==> config.mk <==
export PLATFORM = sky130hd
export DESIGN_NAME = lpmc_top
export DESIGN_NICKNAME = d
export VERILOG_FILES = /design/src/logic/lpmc_pkg.sv /design/src/logic/lpmc_qual.sv /design/src/logic/lpmc_top.sv
export SDC_FILE = /design/constraint.sdc
export NUM_CORES = 1
export LEC_CHECK = 0
export BUFFER_PORTS_ARGS = -buffer_cell sky130_fd_sc_hd__buf_4
export CAP_MARGIN = 20
export CELL_PAD_IN_SITES_DETAIL_PLACEMENT = 2
export CELL_PAD_IN_SITES_GLOBAL_PLACEMENT = 2
export CORE_ASPECT_RATIO = 0.75
export CORE_MARGIN = 2
export CORE_UTILIZATION = 40
export DETAILED_ROUTE_END_ITERATION = 10
export MAX_ROUTING_LAYER = met4
export PLACE_DENSITY = 0.83
export SLEW_MARGIN = 5
export SYNTH_ARGS = -nofsm -noshare
export SYNTH_HDL_FRONTEND = slang
export SYNTH_SLANG_ARGS = --single-unit
export TNS_END_PERCENT = 50
==> constraint.sdc <==
create_clock -name CLK -period 5.39 [get_ports CLK]
set_clock_uncertainty 0.05 [all_clocks]
set_input_delay 0.8085 -clock CLK [delete_from_list [all_inputs] [get_ports CLK]]
set_output_delay 0.8085 -clock CLK [all_outputs]
set_load 0.02 [all_outputs]
==> src/logic/lpmc_pkg.sv <==
package lpmc_pkg;

    // ****************************************************************
    // Mode, state and timing constants
    // ****************************************************************
    localparam int CLK_MHZ = 100;
    localparam int CNT_W   = 13;

    // Mode field values of the low-power control register
    localparam logic MODE_IDLE    = 1'h0;
    localparam logic MODE_STANDBY = 1'h1;

    // Standby drain: system clock kept for at most this many oscillator cycles
    localparam int DRAIN_CYC = 16;

    // Standby wake pulse width with a zero qualify count, and base otherwise
    localparam int STBY_QUAL_ZERO = 3;
    localparam int STBY_QUAL_BASE = 2;

    // Idle wake pulse minimum, and qualify window lengths in sampling periods
    localparam int IDLE_WAKE_MIN  = 2;
    localparam int QUAL_SP_THREE  = 2;
    localparam int QUAL_SP_SIX    = 5;

    // Resume latencies in system clock cycles
    localparam int IDLE_LAT_FLASH = 40;
    localparam int IDLE_LAT_RAM   = 25;
    localparam int STBY_LAT_FLASH = 175;
    localparam int STBY_LAT_RAM   = 18;   // Three oscillator plus fifteen system
    localparam int FLASH_SLEEP_LAT = 6700;

    // Reset values
    localparam logic [5:0] QUAL_STDBY_RST = 6'h00;

    // ****************************************************************
    // Types
    // ****************************************************************
    typedef enum logic [2:0] {
        LPMC_RUN,
        LPMC_IDLE,
        LPMC_DRAIN,
        LPMC_STBY,
        LPMC_WAKE,
        LPMC_RESUME
    } lpmc_state_e;

    // Wake sources seen by the controller
    typedef struct packed {
        logic int_pending;   // Any enabled interrupt
        logic watchdog_int;  // Watchdog interrupt
        logic ext_rst;       // External reset pin asserted
        logic ext_wake;      // External wake pin level
        logic cmp_trip;      // Any comparator subsystem trip
    } lpmc_wake_s;

    // Qualifier configuration
    typedef struct packed {
        logic       qual_en;    // Idle wake input qualification enabled
        logic       six_sample; // Six-sample mode when set
        logic [7:0] period;     // Qualify sample period field
    } lpmc_qual_s;

endpackage

==> src/logic/lpmc_qual.sv <==
`timescale 1ns/1ps
// Pulse-width qualifier: output rises once the input has held high for THR cycles
module lpmc_qual #(
    parameter int CNT_W = 13
) (
    input  wire logic             clk,
    input  wire logic             rst_n,
    input  wire logic             sample_in,
    input  wire logic [CNT_W-1:0] threshold,
    output logic                  qualified
);

    logic [CNT_W-1:0] run_q;
    logic [CNT_W-1:0] run_d;
    logic             sat;

    // Saturate so a long level never wraps back into a false low
    assign sat   = (run_q == {CNT_W{1'b1}});
    assign run_d = !sample_in ? '0 : (sat ? run_q : run_q + 1'b1);

    // Any low sample restarts the count, glitches never qualify
    always_ff @(posedge clk or negedge rst_n) begin
        if (!rst_n) begin
            run_q     <= '0;
            qualified <= 1'b0;
        end else begin
            run_q     <= run_d;
            qualified <= sample_in && (run_d >= threshold);
        end
    end

endmodule // lpmc_qual

==> src/logic/lpmc_top.sv <==
`timescale 1ns/1ps
// Behaviour
// - Two modes, idle and standby, both entered by the idle instruction.
// - Comparator subsystem trips wake the device from standby.
// - Idle keeps peripheral clocks; standby follows each peripheral's clock config.
// - Watchdog, security, first RAM, ethernet and CAN clocks always run.
// - Idle exits on enabled interrupt, watchdog interrupt or external reset pin.
// - Standby wake pulse minimum: three if count zero, else two plus count.
// - Standby keeps system clock at most sixteen cycles, then stops it.
// - PLL and watchdog keep running in standby; peripheral clocks follow their clock config.
// - Idle resume within 40 flash, 25 RAM, 6700 sleeping flash cycles.
// - Standby resume within 175 flash cycles, or 18 from RAM.
// - After standby the wake interrupt is serviced only if enabled.
// - Qualify window is two or five sampling periods of computed length.
module lpmc_top #(
    parameter int NPER        = 8,
    parameter int FLASH_SLEEP = lpmc_pkg::FLASH_SLEEP_LAT
) (
    input  wire logic                CLK,
    input  wire logic                RSTN,
    input  wire logic                IDLE_EXEC,
    input  wire logic                LP_MODE,
    input  wire logic [5:0]          QUAL_STDBY_CNT,
    input  wire logic [NPER-1:0]     PERIPH_CLK_CFG,
    input  wire lpmc_pkg::lpmc_wake_s WAKE_SRC,
    input  wire lpmc_pkg::lpmc_qual_s QUAL_CFG,
    input  wire logic                WAKE_IRQ_EN,
    input  wire logic                FLASH_SLEEPING,
    input  wire logic                RUN_FROM_RAM,
    output logic                     CPU_CLK_EN,
    output logic                     SYS_CLK_EN,
    output logic [NPER-1:0]          PERIPH_CLK_EN,
    output logic                     AON_CLK_EN,
    output logic                     PLL_EN,
    output logic                     CPU_RESUME,
    output logic                     WAKE_IRQ,
    output logic [2:0]               LP_STATE
);

    // ****************************************************************
    // Parameter checks and reset synchroniser
    // ****************************************************************
    if (NPER < 1 || NPER > 64) begin : g_bad_nper
        $error("NPER out of range");
    end
    if (FLASH_SLEEP < 1 || FLASH_SLEEP >= (1 << lpmc_pkg::CNT_W)) begin : g_bad_fl
        $error("FLASH_SLEEP does not fit the latency counter");
    end

    logic rst_meta_q;
    logic rst_n;

    // Two flops so the release is clean against CLK
    always_ff @(posedge CLK or negedge RSTN) begin
        if (!RSTN) begin
            rst_meta_q <= 1'b0;
            rst_n      <= 1'b0;
        end else begin
            rst_meta_q <= 1'b1;
            rst_n      <= rst_meta_q;
        end
    end

    // ****************************************************************
    // Wake qualification
    // ****************************************************************
    localparam int W = lpmc_pkg::CNT_W;

    logic [W-1:0] samp_per;
    logic [W-1:0] win;
    logic [W-1:0] idle_thr;
    logic [W-1:0] stby_thr;
    logic         idle_ext_ok;
    logic         stby_ext_ok;

    // Sampling period is one cycle for zero, twice the field otherwise
    assign samp_per = (QUAL_CFG.period == 8'h00) ? W'(1) : W'({QUAL_CFG.period, 1'b0});
    assign win      = W'(samp_per * W'(QUAL_CFG.six_sample ? lpmc_pkg::QUAL_SP_SIX
                                                          : lpmc_pkg::QUAL_SP_THREE));
    // Idle external wake width, window added when qualified
    assign idle_thr = W'(lpmc_pkg::IDLE_WAKE_MIN) + (QUAL_CFG.qual_en ? win : W'(0));
    // Standby width from the six-bit qualify count
    assign stby_thr = (QUAL_STDBY_CNT == 6'h00) ? W'(lpmc_pkg::STBY_QUAL_ZERO)
                    : W'(lpmc_pkg::STBY_QUAL_BASE) + W'(QUAL_STDBY_CNT);

    // Persistence filter rejects short glitches on the wake pin
    lpmc_qual #(.CNT_W(W)) u_idle_q (
        .clk       (CLK),
        .rst_n     (rst_n),
        .sample_in (WAKE_SRC.ext_wake),
        .threshold (idle_thr),
        .qualified (idle_ext_ok)
    );

    lpmc_qual #(.CNT_W(W)) u_stby_q (
        .clk       (CLK),
        .rst_n     (rst_n),
        .sample_in (WAKE_SRC.ext_wake),
        .threshold (stby_thr),
        .qualified (stby_ext_ok)
    );

    // ****************************************************************
    // Sequencer
    // ****************************************************************
    lpmc_pkg::lpmc_state_e state_q;
    lpmc_pkg::lpmc_state_e state_d;
    logic [W-1:0]          cnt_q;
    logic [W-1:0]          cnt_d;
    logic                  from_stby_q;
    logic                  from_stby_d;
    logic                  idle_wake;
    logic                  stby_wake;
    logic [W-1:0]          lat;

    // Idle wakes on enabled interrupt, watchdog, reset pin or qualified pin
    assign idle_wake = WAKE_SRC.int_pending | WAKE_SRC.watchdog_int
                     | WAKE_SRC.ext_rst | idle_ext_ok;
    // Standby wakes on qualified pin, comparator trip or reset pin
    assign stby_wake = stby_ext_ok | WAKE_SRC.cmp_trip | WAKE_SRC.ext_rst;

    // Resume latency chosen from the memory the CPU returns to
    assign lat = FLASH_SLEEPING ? W'(FLASH_SLEEP)
               : from_stby_d ? (RUN_FROM_RAM ? W'(lpmc_pkg::STBY_LAT_RAM)
                                             : W'(lpmc_pkg::STBY_LAT_FLASH))
               : (RUN_FROM_RAM ? W'(lpmc_pkg::IDLE_LAT_RAM)
                               : W'(lpmc_pkg::IDLE_LAT_FLASH));

    // Next state; the wake source keeps its own entry spacing
    always_comb begin
        state_d     = state_q;
        cnt_d       = (cnt_q != '0) ? cnt_q - 1'b1 : cnt_q;
        from_stby_d = from_stby_q;
        case (state_q)
            lpmc_pkg::LPMC_RUN: begin
                if (IDLE_EXEC) begin
                    // Mode sampled only as the idle instruction executes
                    from_stby_d = (LP_MODE == lpmc_pkg::MODE_STANDBY);
                    if (LP_MODE == lpmc_pkg::MODE_STANDBY) begin
                        state_d = lpmc_pkg::LPMC_DRAIN;
                        cnt_d   = W'(lpmc_pkg::DRAIN_CYC - 1);
                    end else begin
                        state_d = lpmc_pkg::LPMC_IDLE;
                    end
                end
            end
            lpmc_pkg::LPMC_IDLE: begin
                if (idle_wake) begin
                    state_d = lpmc_pkg::LPMC_WAKE;
                    cnt_d   = lat - 1'b1;
                end
            end
            lpmc_pkg::LPMC_DRAIN: begin
                // Pipeline flush window, then system clock stops
                if (cnt_q == '0) begin
                    state_d = lpmc_pkg::LPMC_STBY;
                end
            end
            lpmc_pkg::LPMC_STBY: begin
                if (stby_wake) begin
                    state_d = lpmc_pkg::LPMC_WAKE;
                    cnt_d   = lat - 1'b1;
                end
            end
            lpmc_pkg::LPMC_WAKE: begin
                if (cnt_q == '0) begin
                    state_d = lpmc_pkg::LPMC_RESUME;
                end
            end
            lpmc_pkg::LPMC_RESUME: begin
                state_d = lpmc_pkg::LPMC_RUN;
            end
            default: begin
                state_d = lpmc_pkg::LPMC_RUN;
            end
        endcase
    end

    always_ff @(posedge CLK or negedge rst_n) begin
        if (!rst_n) begin
            state_q     <= lpmc_pkg::LPMC_RUN;
            cnt_q       <= '0;
            from_stby_q <= 1'b0;
        end else begin
            state_q     <= state_d;
            cnt_q       <= cnt_d;
            from_stby_q <= from_stby_d;
        end
    end

    // ****************************************************************
    // Clock enables and CPU release, all registered
    // ****************************************************************
    logic            stby_d;
    logic            cpu_gate_d;
    logic [NPER-1:0] per_d;

    assign stby_d     = (state_d == lpmc_pkg::LPMC_STBY);
    // CPU clock stays until drain ends; idle keeps it
    assign cpu_gate_d = stby_d;
    // Peripherals run in idle, follow config in standby
    assign per_d      = stby_d ? PERIPH_CLK_CFG : {NPER{1'b1}};

    always_ff @(posedge CLK or negedge rst_n) begin
        if (!rst_n) begin
            CPU_CLK_EN    <= 1'b1;
            SYS_CLK_EN    <= 1'b1;
            PERIPH_CLK_EN <= {NPER{1'b1}};
            AON_CLK_EN    <= 1'b1;
            PLL_EN        <= 1'b1;
            CPU_RESUME    <= 1'b0;
            WAKE_IRQ      <= 1'b0;
            LP_STATE      <= 3'h0;
        end else begin
            CPU_CLK_EN    <= !cpu_gate_d;
            SYS_CLK_EN    <= !stby_d;
            PERIPH_CLK_EN <= per_d;
            AON_CLK_EN    <= 1'b1;
            PLL_EN        <= 1'b1;
            CPU_RESUME    <= (state_d == lpmc_pkg::LPMC_RESUME);
            WAKE_IRQ      <= (state_d == lpmc_pkg::LPMC_RESUME)
                             && WAKE_IRQ_EN;
            LP_STATE      <= state_d;
        end
    end

    // ****************************************************************
    // Assertions
    // ****************************************************************
    // Drain length kept in helper logic; a long repetition would unroll badly
    logic [4:0] drain_seen_q;

    always_ff @(posedge CLK or negedge rst_n) begin
        if (!rst_n) drain_seen_q <= 5'h00;
        else drain_seen_q <= (state_q == lpmc_pkg::LPMC_DRAIN) ? drain_seen_q + 5'h01 : 5'h00;
    end

    property p_drain_len;
        @(posedge CLK) disable iff (!rst_n)
        $fell(state_q == lpmc_pkg::LPMC_DRAIN) |-> state_q == lpmc_pkg::LPMC_STBY
            && !SYS_CLK_EN && drain_seen_q == 5'(lpmc_pkg::DRAIN_CYC);
    endproperty
    a_drain_len: assert property (p_drain_len) else $error("drain not 16 cycles");

    property p_drain_clk;
        @(posedge CLK) disable iff (!rst_n)
        state_q == lpmc_pkg::LPMC_DRAIN |->
            SYS_CLK_EN && drain_seen_q < 5'(lpmc_pkg::DRAIN_CYC);
    endproperty
    a_drain_clk: assert property (p_drain_clk) else $error("drain clock wrong");

    property p_idle_clocks;
        @(posedge CLK) disable iff (!rst_n)
        state_q == lpmc_pkg::LPMC_IDLE |->
            SYS_CLK_EN && CPU_CLK_EN && (PERIPH_CLK_EN == {NPER{1'b1}});
    endproperty
    a_idle_clocks: assert property (p_idle_clocks) else $error("idle gated a clock");

    property p_stby_periph;
        @(posedge CLK) disable iff (!rst_n)
        state_q == lpmc_pkg::LPMC_STBY && $stable(PERIPH_CLK_CFG) && $past(state_q)
            == lpmc_pkg::LPMC_STBY |-> PERIPH_CLK_EN == PERIPH_CLK_CFG && !CPU_CLK_EN;
    endproperty
    a_stby_periph: assert property (p_stby_periph) else $error("standby gating wrong");

    property p_aon;
        @(posedge CLK) disable iff (!rst_n)
        state_q == lpmc_pkg::LPMC_STBY |-> AON_CLK_EN && PLL_EN;
    endproperty
    a_aon: assert property (p_aon) else $error("always-on clock stopped");

    property p_idle_wake;
        @(posedge CLK) disable iff (!rst_n)
        state_q == lpmc_pkg::LPMC_IDLE && (WAKE_SRC.watchdog_int || WAKE_SRC.int_pending
            || WAKE_SRC.ext_rst) |=> state_q == lpmc_pkg::LPMC_WAKE;
    endproperty
    a_idle_wake: assert property (p_idle_wake) else $error("idle missed wake");

    property p_cmp_wake;
        @(posedge CLK) disable iff (!rst_n)
        state_q == lpmc_pkg::LPMC_STBY && WAKE_SRC.cmp_trip |=>
            state_q == lpmc_pkg::LPMC_WAKE;
    endproperty
    a_cmp_wake: assert property (p_cmp_wake) else $error("trip did not wake");

    property p_stby_qual;
        @(posedge CLK) disable iff (!rst_n)
        state_q == lpmc_pkg::LPMC_STBY && !WAKE_SRC.cmp_trip && !WAKE_SRC.ext_rst
            && QUAL_STDBY_CNT == 6'h00 && $past(QUAL_STDBY_CNT) == 6'h00
            && !$past(WAKE_SRC.ext_wake, 3) |=> state_q != lpmc_pkg::LPMC_WAKE;
    endproperty
    a_stby_qual: assert property (p_stby_qual) else $error("short pulse woke");

    property p_ram_idle_lat;
        @(posedge CLK) disable iff (!rst_n)
        $rose(state_q == lpmc_pkg::LPMC_WAKE) && !from_stby_q && $past(RUN_FROM_RAM)
            && !$past(FLASH_SLEEPING) |-> ##25 CPU_RESUME;
    endproperty
    a_ram_idle_lat: assert property (p_ram_idle_lat) else $error("idle RAM latency");

    property p_flash_stby_lat;
        @(posedge CLK) disable iff (!rst_n)
        $rose(state_q == lpmc_pkg::LPMC_WAKE) && from_stby_q && !$past(RUN_FROM_RAM)
            && !$past(FLASH_SLEEPING) |-> ##[1:175] CPU_RESUME;
    endproperty
    a_flash_stby_lat: assert property (p_flash_stby_lat) else $error("standby latency");

    property p_irq_gate;
        @(posedge CLK) disable iff (!rst_n)
        WAKE_IRQ |-> CPU_RESUME && $past(WAKE_IRQ_EN);
    endproperty
    a_irq_gate: assert property (p_irq_gate) else $error("irq while disabled");

    property p_mode_pick;
        @(posedge CLK) disable iff (!rst_n)
        state_q == lpmc_pkg::LPMC_RUN && IDLE_EXEC |=>
            state_q == (LP_MODE ? lpmc_pkg::LPMC_DRAIN : lpmc_pkg::LPMC_IDLE);
    endproperty
    a_mode_pick: assert property (p_mode_pick) else $error("wrong mode taken");

    property p_resume_run;
        @(posedge CLK) disable iff (!rst_n)
        CPU_RESUME |-> CPU_CLK_EN && SYS_CLK_EN ##1 !CPU_RESUME;
    endproperty
    a_resume_run: assert property (p_resume_run) else $error("resume not clean");

    c_idle_trip: cover property (@(posedge CLK) disable iff (!rst_n)
        state_q == lpmc_pkg::LPMC_IDLE ##[1:50] CPU_RESUME);
    c_stby_trip: cover property (@(posedge CLK) disable iff (!rst_n)
        state_q == lpmc_pkg::LPMC_STBY ##[1:300] CPU_RESUME);
    c_irq: cover property (@(posedge CLK) disable iff (!rst_n) WAKE_IRQ);

endmodule // lpmc_top

==> run_summary.xml, run 1 <==
<?xml version="1.0" encoding="UTF-8"?>
<metrics>
  <group name="timing">
    <metric name="achievable-frequency" unit="GHz">0.207</metric>
    <metric name="grt_setup_unrepaired" unit="">no</metric>
    <metric name="final-max-slew-violation-count" unit="">0</metric>
    <metric name="fin_tns_setup" unit="ns">0</metric>
    <metric name="max_slew_margin" unit="">0.266</metric>
    <metric name="min_period_over_period" unit="">0.896</metric>
    <metric name="setup_viol_count_final" unit="">0</metric>
    <metric name="period_minus_slack" unit="ns">4.83</metric>
    <metric name="finalHoldViolations" unit="">0</metric>
    <metric name="worst-slew-pin-transition" unit="ns">1.10</metric>
  </group>
  <group name="critical_path">
    <metric name="cpMaxStageDelayCell" unit="">or4_1</metric>
    <metric name="critical_path.max_stage_delay" unit="ns">0.60</metric>
    <metric name="crit_top_cell" unit="">ha_1</metric>
    <metric name="largest_driver_fanout_on_the_critical_path" unit="">4</metric>
    <metric name="endpoint_kind" unit="">flop</metric>
    <metric name="worstPathRequired" unit="ns">5.55</metric>
    <metric name="cp_num_buf_inv" unit="">1</metric>
    <metric name="crit_chain" unit="">buf_4, or4_1, nor2_1, mux2_2, ha_1, ha_1, a211oi_1, nor2_1, xor2_1, nor3b_4, and3_4, xor2_1, ha_1, and4_1, a2111oi_0, a21oi_1, o31a_1</metric>
    <metric name="timing.critical_path.max_delay_family" unit="">simple AND/OR/NAND/NOR gates</metric>
    <metric name="cp.arrival" unit="ns">4.99</metric>
    <metric name="timing.critical_path.from_type" unit="">input pin</metric>
    <metric name="timing_worst_setup_path_type" unit="">in2reg</metric>
  </group>
  <group name="synth">
    <metric name="post_synthesis_adder_cell_area_fraction" unit="">0.135</metric>
    <metric name="library_cell_occupying_the_most_area_in_the_post_synthesis_netlist" unit="">dfrtp_1</metric>
    <metric name="mean_instance_size_in_the_synthesized_netlist" unit="sq um">9.37</metric>
    <metric name="yosysWarningCount" unit="">0</metric>
    <metric name="yosys.area.top_type_share" unit="">0.282</metric>
    <metric name="mappedNetlistArea" unit="sq um">4350</metric>
    <metric name="post_synthesis_instance_total" unit="">464</metric>
    <metric name="synth_async_sr_flop_share" unit="">1.00</metric>
    <metric name="synth_area_leaders" unit="">dfrtp_1 (28%), ha_1 (12%), dfstp_2 (5.4%)</metric>
    <metric name="synth_cell_types" unit="">67</metric>
    <metric name="leading_register_cell_type_out_of_synthesis" unit="">dfrtp_1</metric>
    <metric name="combinational_family_with_the_most_area_after_synthesis" unit="">simple AND/OR/NAND/NOR gates</metric>
    <metric name="synth_compound_gate_area_share" unit="">0.115</metric>
    <metric name="yosysSeqAreaShare" unit="">0.337</metric>
    <metric name="xor_xnor_cell_area_share_of_the_yosys_netlist" unit="">0.0907</metric>
    <metric name="postSynthRegisterBits" unit="">58</metric>
    <metric name="synth-simple-area-share" unit="">0.260</metric>
    <metric name="post_synthesis_mux_area_share" unit="">0.0227</metric>
    <metric name="synth-edff-count" unit="">0</metric>
  </group>
  <group name="clock_network">
    <metric name="cts_num_sinks" unit="">58</metric>
    <metric name="clock_root_cell" unit="">clkbuf_16</metric>
    <metric name="clock_network_latency_to_the_later_pin_of_the_worst_skew_pair" unit="ns">0.33</metric>
    <metric name="clk_pin_slew_worst_paths" unit="ns">0.05</metric>
    <metric name="htree_num_levels" unit="">3</metric>
    <metric name="cts_post_setup_buffers_inserted" unit="">0</metric>
    <metric name="cts_tree" unit="">built</metric>
    <metric name="number_of_buffers_added_by_the_clock_tree_synthesis_step" unit="">9</metric>
    <metric name="cts_buffer_depth" unit="">2</metric>
    <metric name="ctsHoldBuffers" unit="">0</metric>
    <metric name="number_of_instances_resized_during_post_cts_repair" unit="">0</metric>
  </group>
  <group name="global_route">
    <metric name="grt_antenna_before_repair" unit="">0</metric>
    <metric name="global_route.overflow_total" unit="">0</metric>
    <metric name="grt_pass1_vias" unit="">4126</metric>
    <metric name="grt_start_max_net_pins" unit="">33</metric>
    <metric name="total_track_usage" unit="">0.251</metric>
    <metric name="grt_first_pass_wirelength" unit="mm">22.6</metric>
  </group>
  <group name="floorplanning">
    <metric name="die_height" unit="um">94.3</metric>
    <metric name="starting_utilization_of_the_core_area" unit="">0.417</metric>
    <metric name="chipWidth" unit="um">124</metric>
    <metric name="ios" unit="">53</metric>
    <metric name="area_enclosed_by_the_die_boundary" unit="sq um">11700</metric>
    <metric name="coreArea" unit="sq um">10400</metric>
    <metric name="rows" unit="">32</metric>
  </group>
  <group name="outcome">
    <metric name="run_status" unit="">finished clean</metric>
  </group>
  <group name="finish">
    <metric name="area_growth_syn_to_layout" unit="%">18.8</metric>
    <metric name="layout.cells.non_filler" unit="">648</metric>
    <metric name="final_layout_size_suffix_gt1_frac" unit="">0.184</metric>
    <metric name="layout.filler_cells" unit="">1080</metric>
    <metric name="utilization" unit="">0.496</metric>
    <metric name="diodes_inserted" unit="">0</metric>
    <metric name="final_net_count" unit="">588</metric>
  </group>
  <group name="power">
    <metric name="fin_total_pwr" unit="mW">1.82</metric>
    <metric name="power.static_leakage" unit="nW">2.40</metric>
    <metric name="worst_ir_drop_vdd" unit="uV">145</metric>
    <metric name="powerDensity" unit="nW/um^2">353</metric>
  </group>
  <group name="hold_path">
    <metric name="worstHoldPathType" unit="">in2async</metric>
  </group>
  <group name="routing">
    <metric name="vias_per_cell" unit="">5.68</metric>
    <metric name="first_pass_iters" unit="">4</metric>
    <metric name="detail_route.iter0.violations" unit="">223</metric>
    <metric name="detail_route.drc_violations" unit="">0</metric>
    <metric name="post_drt_wl_per_cell" unit="um">20.5</metric>
    <metric name="detailroute.via_count" unit="">3682</metric>
    <metric name="remaining_number_of_nets_flagged_by_the_antenna_check_after_routing" unit="">0</metric>
    <metric name="totalWireLength" unit="mm">13.3</metric>
  </group>
  <group name="placement">
    <metric name="detail_placement_hpwl" unit="mm">9.61</metric>
    <metric name="placed_cells_incl_taps" unit="">632</metric>
    <metric name="finalWeightedCongestion" unit="">0.814</metric>
    <metric name="buffer_ports.inserted" unit="">50</metric>
  </group>
  <group name="flow_run">
    <metric name="max-cap-violations" unit="">0</metric>
  </group>
</metrics>
-- state kept, by name, summed over array words and instances (netlist names) --
name	flops
CPU_RESUME	1
u_idle_q.qualified	1
u_stby_q.run_q	13
LP_STATE	3
rst_n	1
rst_meta_q	1
from_stby_q	1
u_idle_q.run_q	13
cnt_q	13
WAKE_IRQ	1
u_stby_q.qualified	1
SYS_CLK_EN	1
PERIPH_CLK_EN	8
-- power by group --
| part | switching, mW | leakage [nW] | internal [mW] |
|---|---|---|---|
| combinational | 0.319 | 1.47 | 0.224 |
| sequential | 0.0895 | 0.747 | 0.510 |
| clock | 0.203 | 0.176 | 0.475 |
| total | 0.611 | 2.40 | 1.21 |
-- through the flow --
stage                     hold WS [ns]  worst slack (ns)  cell area [sq um]
after floorplan                  0.281             0.916               4350
after global placement           0.228             0.689               4810
after detailed placement         0.229             0.415               4810
after CTS                        0.184             0.595               5160
after global routing             0.187             0.351               5160
final                            0.195             0.561               5160
-- cell families (layout without fill, tap and decap cells) --
| group | after synthesis | count (layout) |
|---|---|---|
| AOI/OAI and AO/OA | 71 | 71 |
| xor gates and xnor gates | 45 | 45 |
| adders and majority gates | 45 | 45 |
| buffers and inverters | 40 | 86 |
| DFF | 58 | 58 |
| muxes | 9 | 9 |
| other | 2 | 4 |
| and+or+nand+nor | 194 | 194 |
-- routing by layer --
metal | GRT usage | vias up | share of wire
met4 | 0.0506 | 0 | 0.012
met1 | 0.340 | 1873 | 0.50
li1 | - | 1729 | -
met3 | 0.0513 | 22 | 0.031
met2 | 0.393 | 58 | 0.46
met5 | - | - | 0
-- placed cells by master (no fill, tap or decap), types with 7 or more instances in the layout --
cell type	Yosys	routed
a21oi_1	15	15
and2_1	22	22
and3_1	11	11
buf_4	5	51
clkbuf_16	0	9
dfrtp_1	49	48
dfstp_2	9	9
ha_1	42	42
inv_1	19	19
nand2_1	40	40
nand2b_1	8	8
nand3_1	12	12
nand4_1	12	12
nor2_1	23	23
nor2b_1	14	14
o21a_1	7	7
o21ai_0	12	12
or2_1	9	9
xnor2_1	22	22
xor2_1	23	23
-- path summary, 6_finish.rpt --
check | from | to | slack (ns) | cells past startpoint
max | QUAL_CFG[0] | u_idle_q.qualified$_DFF_PN0_ | 0.56 | 17
min | RSTN | rst_n$_DFF_PN0_ | 0.19 | 1
max reg2reg | u_idle_q.run_q[4]$_DFF_PN0_ | u_idle_q.qualified$_DFF_PN0_ | 1.60 | 13
min reg2reg | rst_n$_DFF_PN0_ | u_stby_q.run_q[5]$_DFF_PN0_ | 0.23 | 0
max in group asynchronous | rst_n$_DFF_PN0_ | PERIPH_CLK_EN[4]$_DFF_PN1_ | 4.17 | 1
min in group CLK | rst_meta_q$_DFF_PN0_ | rst_n$_DFF_PN0_ | 0.31 | 0
-- synthesized netlist by cell type (2+ instances only) --
cell type,number
o211ai_1,4
a211oi_1,3
inv_1,19
nand2_1,40
dfstp_2,9
or4_1,4
nand4b_1,4
o21ai_1,4
buf_4,5
nor3b_1,3
nand4_1,12
conb_1,2
nor2b_1,14
nor4_1,6
or3_1,3
o22ai_1,2
and4_1,6
nand2b_1,8
nor2_1,23
or2_1,9
o21ai_0,12
o21a_1,7
ha_1,42
fa_1,3
clkbuf_1,15
and2_1,22
o41ai_2,2
mux2_2,4
nor3_1,5
dfrtp_1,49
xor2_1,23
a31oi_1,3
mux2i_1,4
xnor2_1,22
and3_1,11
o31a_1,3
a21o_1,2
a21oi_1,15
nand3_1,12
-- cell type report --
| class | count | area [sq um] | area share |
|---|---|---|---|
| Clock buffer | 11 | 253 | 0.0490 |
| Multi-Input combinational cell | 368 | 2720 | 0.527 |
| Clock inverter | 5 | 100 | 0.0194 |
| Sequential cell | 58 | 1460 | 0.284 |
| Timing Repair Buffer | 51 | 383 | 0.0742 |
| Tap cell | 136 | 170 | 0.0330 |
| Inverter | 19 | 71.3 | 0.0138 |
-- worst reg2reg max path, delay by kind of cell (launching register included) --
family / cells / cell delay, ns
flip-flops: 1 / 0.41
XOR/XNOR: 1 / 0.19
adder cells (fa/ha/maj): 1 / 0.30
AO/OA/AOI/OAI: 6 / 1.69
AND/OR/NAND/NOR: 5 / 1.03
Note: power is estimated with default switching activity, not from simulation.
==> run 2: changes to the inputs <==
CORE_MARGIN = not set   (was 2)
clock period = 6.05 ns   (was 5.39 ns; I/O delays follow)
==> run_summary.xml, run 2 (synthesized netlist as in run 1, its figures left out) <==
<?xml version="1.0" encoding="UTF-8"?>
<metrics>
  <group name="outcome">
    <metric name="run_status" unit="">finished clean</metric>
  </group>
  <group name="finish">
    <metric name="final_cell_mix" unit="">buf_4 (51), dfrtp_1 (48), ha_1 (42)</metric>
    <metric name="final_layout_size_suffix_gt1_frac" unit="">0.182</metric>
    <metric name="postLayoutCellArea" unit="sq um">5130</metric>
    <metric name="final_net_count" unit="">588</metric>
    <metric name="layout.cells.non_filler" unit="">648</metric>
    <metric name="diodes_inserted" unit="">0</metric>
    <metric name="layout_commonest_cell" unit="">buf_4</metric>
    <metric name="layout.filler_cells" unit="">1096</metric>
    <metric name="largestRegisters" unit="">cnt_q (13), u_idle_q.run_q (13), u_stby_q.run_q (13)</metric>
    <metric name="area_growth_syn_to_layout" unit="%">18.1</metric>
  </group>
  <group name="routing">
    <metric name="post_drt_wl_per_cell" unit="um">21.1</metric>
    <metric name="vias_per_cell" unit="">5.73</metric>
    <metric name="totalWireLength" unit="mm">13.7</metric>
    <metric name="detail_route.drc_violations" unit="">0</metric>
    <metric name="detailroute.via_count" unit="">3716</metric>
    <metric name="first_pass_iters" unit="">4</metric>
    <metric name="detail_route.iter0.violations" unit="">158</metric>
    <metric name="remaining_number_of_nets_flagged_by_the_antenna_check_after_routing" unit="">0</metric>
  </group>
  <group name="clock_network">
    <metric name="ctsHoldBuffers" unit="">0</metric>
    <metric name="clock_root_cell" unit="">clkbuf_16</metric>
    <metric name="number_of_buffers_added_by_the_clock_tree_synthesis_step" unit="">9</metric>
    <metric name="cts_tree" unit="">built</metric>
    <metric name="clock_network_latency_to_the_later_pin_of_the_worst_skew_pair" unit="ns">0.33</metric>
    <metric name="number_of_instances_resized_during_post_cts_repair" unit="">0</metric>
    <metric name="cts_post_setup_buffers_inserted" unit="">0</metric>
    <metric name="htree_num_levels" unit="">3</metric>
    <metric name="cts_num_sinks" unit="">58</metric>
    <metric name="cts_buffer_depth" unit="">2</metric>
    <metric name="clk_pin_slew_worst_paths" unit="ns">0.06</metric>
  </group>
  <group name="timing">
    <metric name="min_period_over_period" unit="">0.799</metric>
    <metric name="max_slew_margin" unit="">0.262</metric>
    <metric name="finalHoldViolations" unit="">0</metric>
    <metric name="worst-slew-pin-transition" unit="ns">1.11</metric>
    <metric name="achievable-frequency" unit="GHz">0.207</metric>
    <metric name="setup_viol_count_final" unit="">0</metric>
    <metric name="period_minus_slack" unit="ns">4.83</metric>
    <metric name="fin_tns_setup" unit="ns">0</metric>
    <metric name="grt_setup_unrepaired" unit="">no</metric>
    <metric name="final-max-slew-violation-count" unit="">0</metric>
  </group>
  <group name="global_route">
    <metric name="total_track_usage" unit="">0.270</metric>
    <metric name="grt_first_pass_wirelength" unit="mm">22.6</metric>
    <metric name="grt_start_max_net_pins" unit="">48</metric>
    <metric name="grt_pass1_vias" unit="">4150</metric>
    <metric name="grt_antenna_before_repair" unit="">0</metric>
    <metric name="global_route.overflow_total" unit="">0</metric>
  </group>
  <group name="critical_path">
    <metric name="worstPathRequired" unit="ns">6.21</metric>
    <metric name="cpMaxStageDelayCell" unit="">fa_1</metric>
    <metric name="crit_chain" unit="">buf_4, nand2_1, o21ai_0, ha_1, fa_1, a211oi_1, nor2_1, nor3_2, and3_4, xor2_1, ha_1, and4_1, a2111oi_0, a21oi_1, o31a_1</metric>
    <metric name="timing.critical_path.from_type" unit="">input pin</metric>
    <metric name="endpoint_kind" unit="">flop</metric>
    <metric name="timing_worst_setup_path_type" unit="">in2reg</metric>
    <metric name="crit_top_cell" unit="">ha_1</metric>
    <metric name="largest_driver_fanout_on_the_critical_path" unit="">18</metric>
    <metric name="r2r_cells" unit="">14</metric>
    <metric name="critical_path.max_stage_delay" unit="ns">0.49</metric>
    <metric name="cp.arrival" unit="ns">5.00</metric>
  </group>
  <group name="floorplanning">
    <metric name="ios" unit="">53</metric>
    <metric name="coreArea" unit="sq um">10400</metric>
    <metric name="chipWidth" unit="um">122</metric>
    <metric name="rows" unit="">32</metric>
    <metric name="area_enclosed_by_the_die_boundary" unit="sq um">11300</metric>
    <metric name="die_height" unit="um">92.3</metric>
    <metric name="starting_utilization_of_the_core_area" unit="">0.417</metric>
  </group>
  <group name="placement">
    <metric name="placement.cell_area" unit="sq um">4810</metric>
    <metric name="finalWeightedCongestion" unit="">0.817</metric>
    <metric name="placed_cells_incl_taps" unit="">632</metric>
    <metric name="detail_placement_hpwl" unit="mm">9.67</metric>
    <metric name="buffer_ports.inserted" unit="">50</metric>
  </group>
  <group name="power">
    <metric name="worst_ir_drop_vdd" unit="uV">158</metric>
    <metric name="powerDensity" unit="nW/um^2">310</metric>
    <metric name="power.static_leakage" unit="nW">2.38</metric>
  </group>
  <group name="flow_run">
    <metric name="max-cap-violations" unit="">0</metric>
  </group>
  <group name="hold_path">
    <metric name="worstHoldPathType" unit="">reg2async</metric>
  </group>
</metrics>
run 2: power by group:
part / internal (mW) / switching [mW] / total [mW]
clock: 0.371 / 0.190 / 0.561
combinational: 0.200 / 0.294 / 0.494
sequential: 0.454 / 0.0803 / 0.534
total: 1.02 / 0.564 / 1.59
run 2: final cells by class:
| type | count | area (sq um) | area share |
|---|---|---|---|
| clock buffer | 11 | 243 | 0.0473 |
| clock inverter | 5 | 78.8 | 0.0154 |
| inverter | 19 | 71.3 | 0.0139 |
| multi-input combinational | 368 | 2720 | 0.530 |
| sequential | 58 | 1460 | 0.285 |
| tap | 136 | 170 | 0.0332 |
| timing repair buffer | 51 | 383 | 0.0746 |
run 2: per-stage QoR:
step / hold WS [ns] / setup WS [ns] / power [mW] / util
after global placement: 0.0799 / 1.25 / 0.971 / 0.462
final: 0.0810 / 1.22 / 1.59 / 0.493
after detailed placement: 0.0721 / 0.907 / 1.01 / 0.462
after global routing: 0.0966 / 1.01 / 1.67 / 0.493
after floorplan: 0.281 / 1.48 / 0.849 / -
after CTS: 0.0855 / 1.22 / 1.60 / 0.493
run 2: final timing paths:
path                                             startpoint                            to  slack [ns]
min in group CLK                       rst_meta_q$_DFF_PN0_               rst_n$_DFF_PN0_        0.31
max in group asynchronous                   rst_n$_DFF_PN0_   u_idle_q.run_q[7]$_DFF_PN0_        4.96
worst min-delay path                        rst_n$_DFF_PN0_            cnt_q[8]$_DFF_PN0_        0.08
worst min register to register              rst_n$_DFF_PN0_            cnt_q[8]$_DFF_PN0_        0.08
worst max-delay path                            QUAL_CFG[8]  u_idle_q.qualified$_DFF_PN0_        1.22
worst max register to register  u_idle_q.run_q[0]$_DFF_PN0_  u_idle_q.qualified$_DFF_PN0_        2.27
run 2: layer usage:
layer,up-vias,share of wire,track usage
met5,-,0,-
met4,0,0.010,0.0600
met3,16,0.032,0.0479
met2,68,0.48,0.433
met1,1907,0.48,0.355
li1,1725,-,-
run 2: worst max-delay path, delay by kind of cell:
| family | cells | cell delay, ns |
|---|---|---|
| compound gates | 5 | 1.44 |
| xor+xnor | 1 | 0.15 |
| fa+ha+maj | 3 | 1.09 |
| buf+inv | 1 | 0.20 |
| simple gates | 5 | 1.19 |
==> run 3: changes to the inputs <==
CORE_UTILIZATION = 33   (was 40)
PLACE_DENSITY = 0.73   (was 0.83)
clock period = 3.9 ns   (was 6.05 ns; I/O delays follow)
==> run_summary.xml, run 3 (synthesized netlist as in run 1, its figures left out) <==
<?xml version="1.0" encoding="UTF-8"?>
<metrics>
  <group name="finish">
    <metric name="final_layout_size_suffix_gt1_frac" unit="">0.278</metric>
    <metric name="layout_commonest_cell" unit="">buf_4</metric>
    <metric name="final_net_count" unit="">627</metric>
    <metric name="diodes_inserted" unit="">0</metric>
    <metric name="layout.filler_cells" unit="">1333</metric>
    <metric name="final_cell_mix" unit="">buf_4 (86), dfrtp_1 (48), nand2_1 (39)</metric>
    <metric name="area_growth_syn_to_layout" unit="%">29.3</metric>
    <metric name="largestRegisters" unit="">cnt_q (13), u_idle_q.run_q (13), u_stby_q.run_q (13)</metric>
  </group>
  <group name="critical_path">
    <metric name="crit_chain" unit="">buf_4, or4_4, nor2_4, mux2_4, ha_4, fa_2, a211oi_2, nor2_1, nor3_2, buf_4, and3_4, xor2_2, ha_1, and4_4, nand2_4, nor3_2, o21a_1, o21a_1, o31a_1</metric>
    <metric name="cp_num_buf_inv" unit="">2</metric>
    <metric name="worstPathRequired" unit="ns">4.06</metric>
    <metric name="timing.critical_path.max_delay_family" unit="">compound AO/OA/AOI/OAI gates</metric>
    <metric name="cpMaxStageDelayCell" unit="">fa_2</metric>
    <metric name="critical_path.max_stage_delay" unit="ns">0.42</metric>
    <metric name="cp.arrival" unit="ns">4.25</metric>
    <metric name="timing.critical_path.from_type" unit="">input pin</metric>
    <metric name="endpoint_kind" unit="">flop</metric>
    <metric name="timing_worst_setup_path_type" unit="">in2reg</metric>
    <metric name="largest_driver_fanout_on_the_critical_path" unit="">5</metric>
  </group>
  <group name="power">
    <metric name="power.static_leakage" unit="nW">2.58</metric>
    <metric name="fin_total_pwr" unit="mW">2.48</metric>
    <metric name="powerDensity" unit="nW/um^2">442</metric>
    <metric name="worst_ir_drop_vdd" unit="uV">242</metric>
  </group>
  <group name="global_route">
    <metric name="gr-max-usage-layer" unit="">met2</metric>
    <metric name="grt_util_met3" unit="">0.0470</metric>
    <metric name="grt_antenna_before_repair" unit="">0</metric>
    <metric name="grt_start_max_net_pins" unit="">31</metric>
    <metric name="grt_first_pass_wirelength" unit="mm">22.1</metric>
    <metric name="global_route.overflow_total" unit="">0</metric>
    <metric name="total_track_usage" unit="">0.216</metric>
    <metric name="grt_pass1_vias" unit="">4196</metric>
    <metric name="grtUsageMet2" unit="">0.353</metric>
    <metric name="grt.met1_usage" unit="">0.282</metric>
  </group>
  <group name="floorplanning">
    <metric name="starting_utilization_of_the_core_area" unit="">0.346</metric>
    <metric name="chipWidth" unit="um">135</metric>
    <metric name="coreArea" unit="sq um">12600</metric>
    <metric name="area_enclosed_by_the_die_boundary" unit="sq um">13600</metric>
    <metric name="rows" unit="">35</metric>
    <metric name="ios" unit="">53</metric>
    <metric name="die_height" unit="um">101</metric>
  </group>
  <group name="clock_network">
    <metric name="clock_network_latency_to_the_later_pin_of_the_worst_skew_pair" unit="ns">0.33</metric>
    <metric name="htree_num_levels" unit="">3</metric>
    <metric name="cts_tree" unit="">built</metric>
    <metric name="clk_pin_slew_worst_paths" unit="ns">0.05</metric>
    <metric name="cts_num_sinks" unit="">58</metric>
    <metric name="clock_root_cell" unit="">clkbuf_16</metric>
    <metric name="cts_buffer_depth" unit="">2</metric>
    <metric name="number_of_buffers_added_by_the_clock_tree_synthesis_step" unit="">9</metric>
  </group>
  <group name="hold_path">
    <metric name="worstHoldPathType" unit="">reg2async</metric>
  </group>
  <group name="routing">
    <metric name="vias_per_cell" unit="">5.22</metric>
    <metric name="detail_route.iter0.violations" unit="">152</metric>
    <metric name="post_drt_wl_per_cell" unit="um">18.6</metric>
    <metric name="remaining_number_of_nets_flagged_by_the_antenna_check_after_routing" unit="">0</metric>
    <metric name="detail_route.drc_violations" unit="">0</metric>
    <metric name="detailroute.via_count" unit="">3744</metric>
    <metric name="first_pass_iters" unit="">4</metric>
    <metric name="totalWireLength" unit="mm">13.3</metric>
  </group>
  <group name="timing">
    <metric name="final-max-slew-violation-count" unit="">0</metric>
    <metric name="worst-slew-pin-transition" unit="ns">0.953</metric>
    <metric name="finalHoldViolations" unit="">0</metric>
    <metric name="period_minus_slack" unit="ns">4.10</metric>
    <metric name="fin_tns_setup" unit="ns">-0.196</metric>
    <metric name="grt_setup_unrepaired" unit="">yes</metric>
    <metric name="setup_viol_count_final" unit="">1</metric>
    <metric name="layout_setup_ws" unit="ns">-0.196</metric>
    <metric name="max_slew_margin" unit="">0.364</metric>
    <metric name="achievable-frequency" unit="GHz">0.244</metric>
    <metric name="min_period_over_period" unit="">1.05</metric>
  </group>
  <group name="placement">
    <metric name="finalWeightedCongestion" unit="">0.819</metric>
    <metric name="buffer_ports.inserted" unit="">50</metric>
    <metric name="pre_cts_ws" unit="ns">-0.563</metric>
    <metric name="detail_placement_hpwl" unit="mm">10.1</metric>
  </group>
  <group name="outcome">
    <metric name="run_status" unit="">complete, but fails checks</metric>
    <metric name="failed_checks" unit="">negative setup slack</metric>
  </group>
  <group name="flow_run">
    <metric name="max-cap-violations" unit="">0</metric>
  </group>
</metrics>
==> run 3: repair_timing <==
item | CTS | global route
endpoints found under the hold margin | 2 | 0
resized for setup | 5 | 16
pin swaps | 6 | 17
setup endpoints to repair | 1 | 1
setup buffers | 3 | 2
hold buffers | 1 | 0
==> run 3: metrics by stage <==
step	utilization	cell area [sq um]	std cells	hold slack (ns)
detailed placement	0.410	5150	695	0.296
floorplan	-	4420	466	0.239
CTS	0.440	5530	715	0.302
global route	0.447	5620	717	0.317
global placement	0.410	5150	695	0.285
finish	0.447	5620	717	0.276
==> run 3: area by class of cell <==
class                           instances  area [sq um]  share of cell area
Clock inverter                          4          30.0             0.00534
Timing Repair Buffer                   90           689               0.123
Tap cell                              166           208              0.0370
Sequential cell                        58          1460               0.261
Inverter                               19          71.3              0.0127
Multi-Input combinational cell        368          2870               0.510
Clock buffer                           12           289              0.0514
==> run 3: per-layer routing <==
| layer | vias to the layer above | share of wire |
|---|---|---|
| li1 | 1800 | - |
| met1 | 1885 | 0.50 |
| met2 | 53 | 0.47 |
| met3 | 6 | 0.031 |
| met4 | 0 | 0.0030 |
| met5 | - | 0 |
==> run 3: where the power goes <==
group	switching [mW]	leakage, nW	internal, mW
clock	0.287	0.155	0.525
sequential	0.130	0.747	0.704
combinational	0.459	1.68	0.376
==> run 3: final timing paths <==
check	start	to	slack, ns	depth (start not counted)
max	QUAL_CFG[4]	u_idle_q.qualified$_DFF_PN0_	-0.20	19
min	rst_n$_DFF_PN0_	cnt_q[9]$_DFF_PN0_	0.28	0
max reg2reg	u_idle_q.run_q[4]$_DFF_PN0_	u_idle_q.qualified$_DFF_PN0_	0.58	14
min reg2reg	rst_n$_DFF_PN0_	cnt_q[9]$_DFF_PN0_	0.28	0
max in group asynchronous	rst_n$_DFF_PN0_	PERIPH_CLK_EN[4]$_DFF_PN1_	2.65	1
min in group CLK	rst_meta_q$_DFF_PN0_	rst_n$_DFF_PN0_	0.30	0
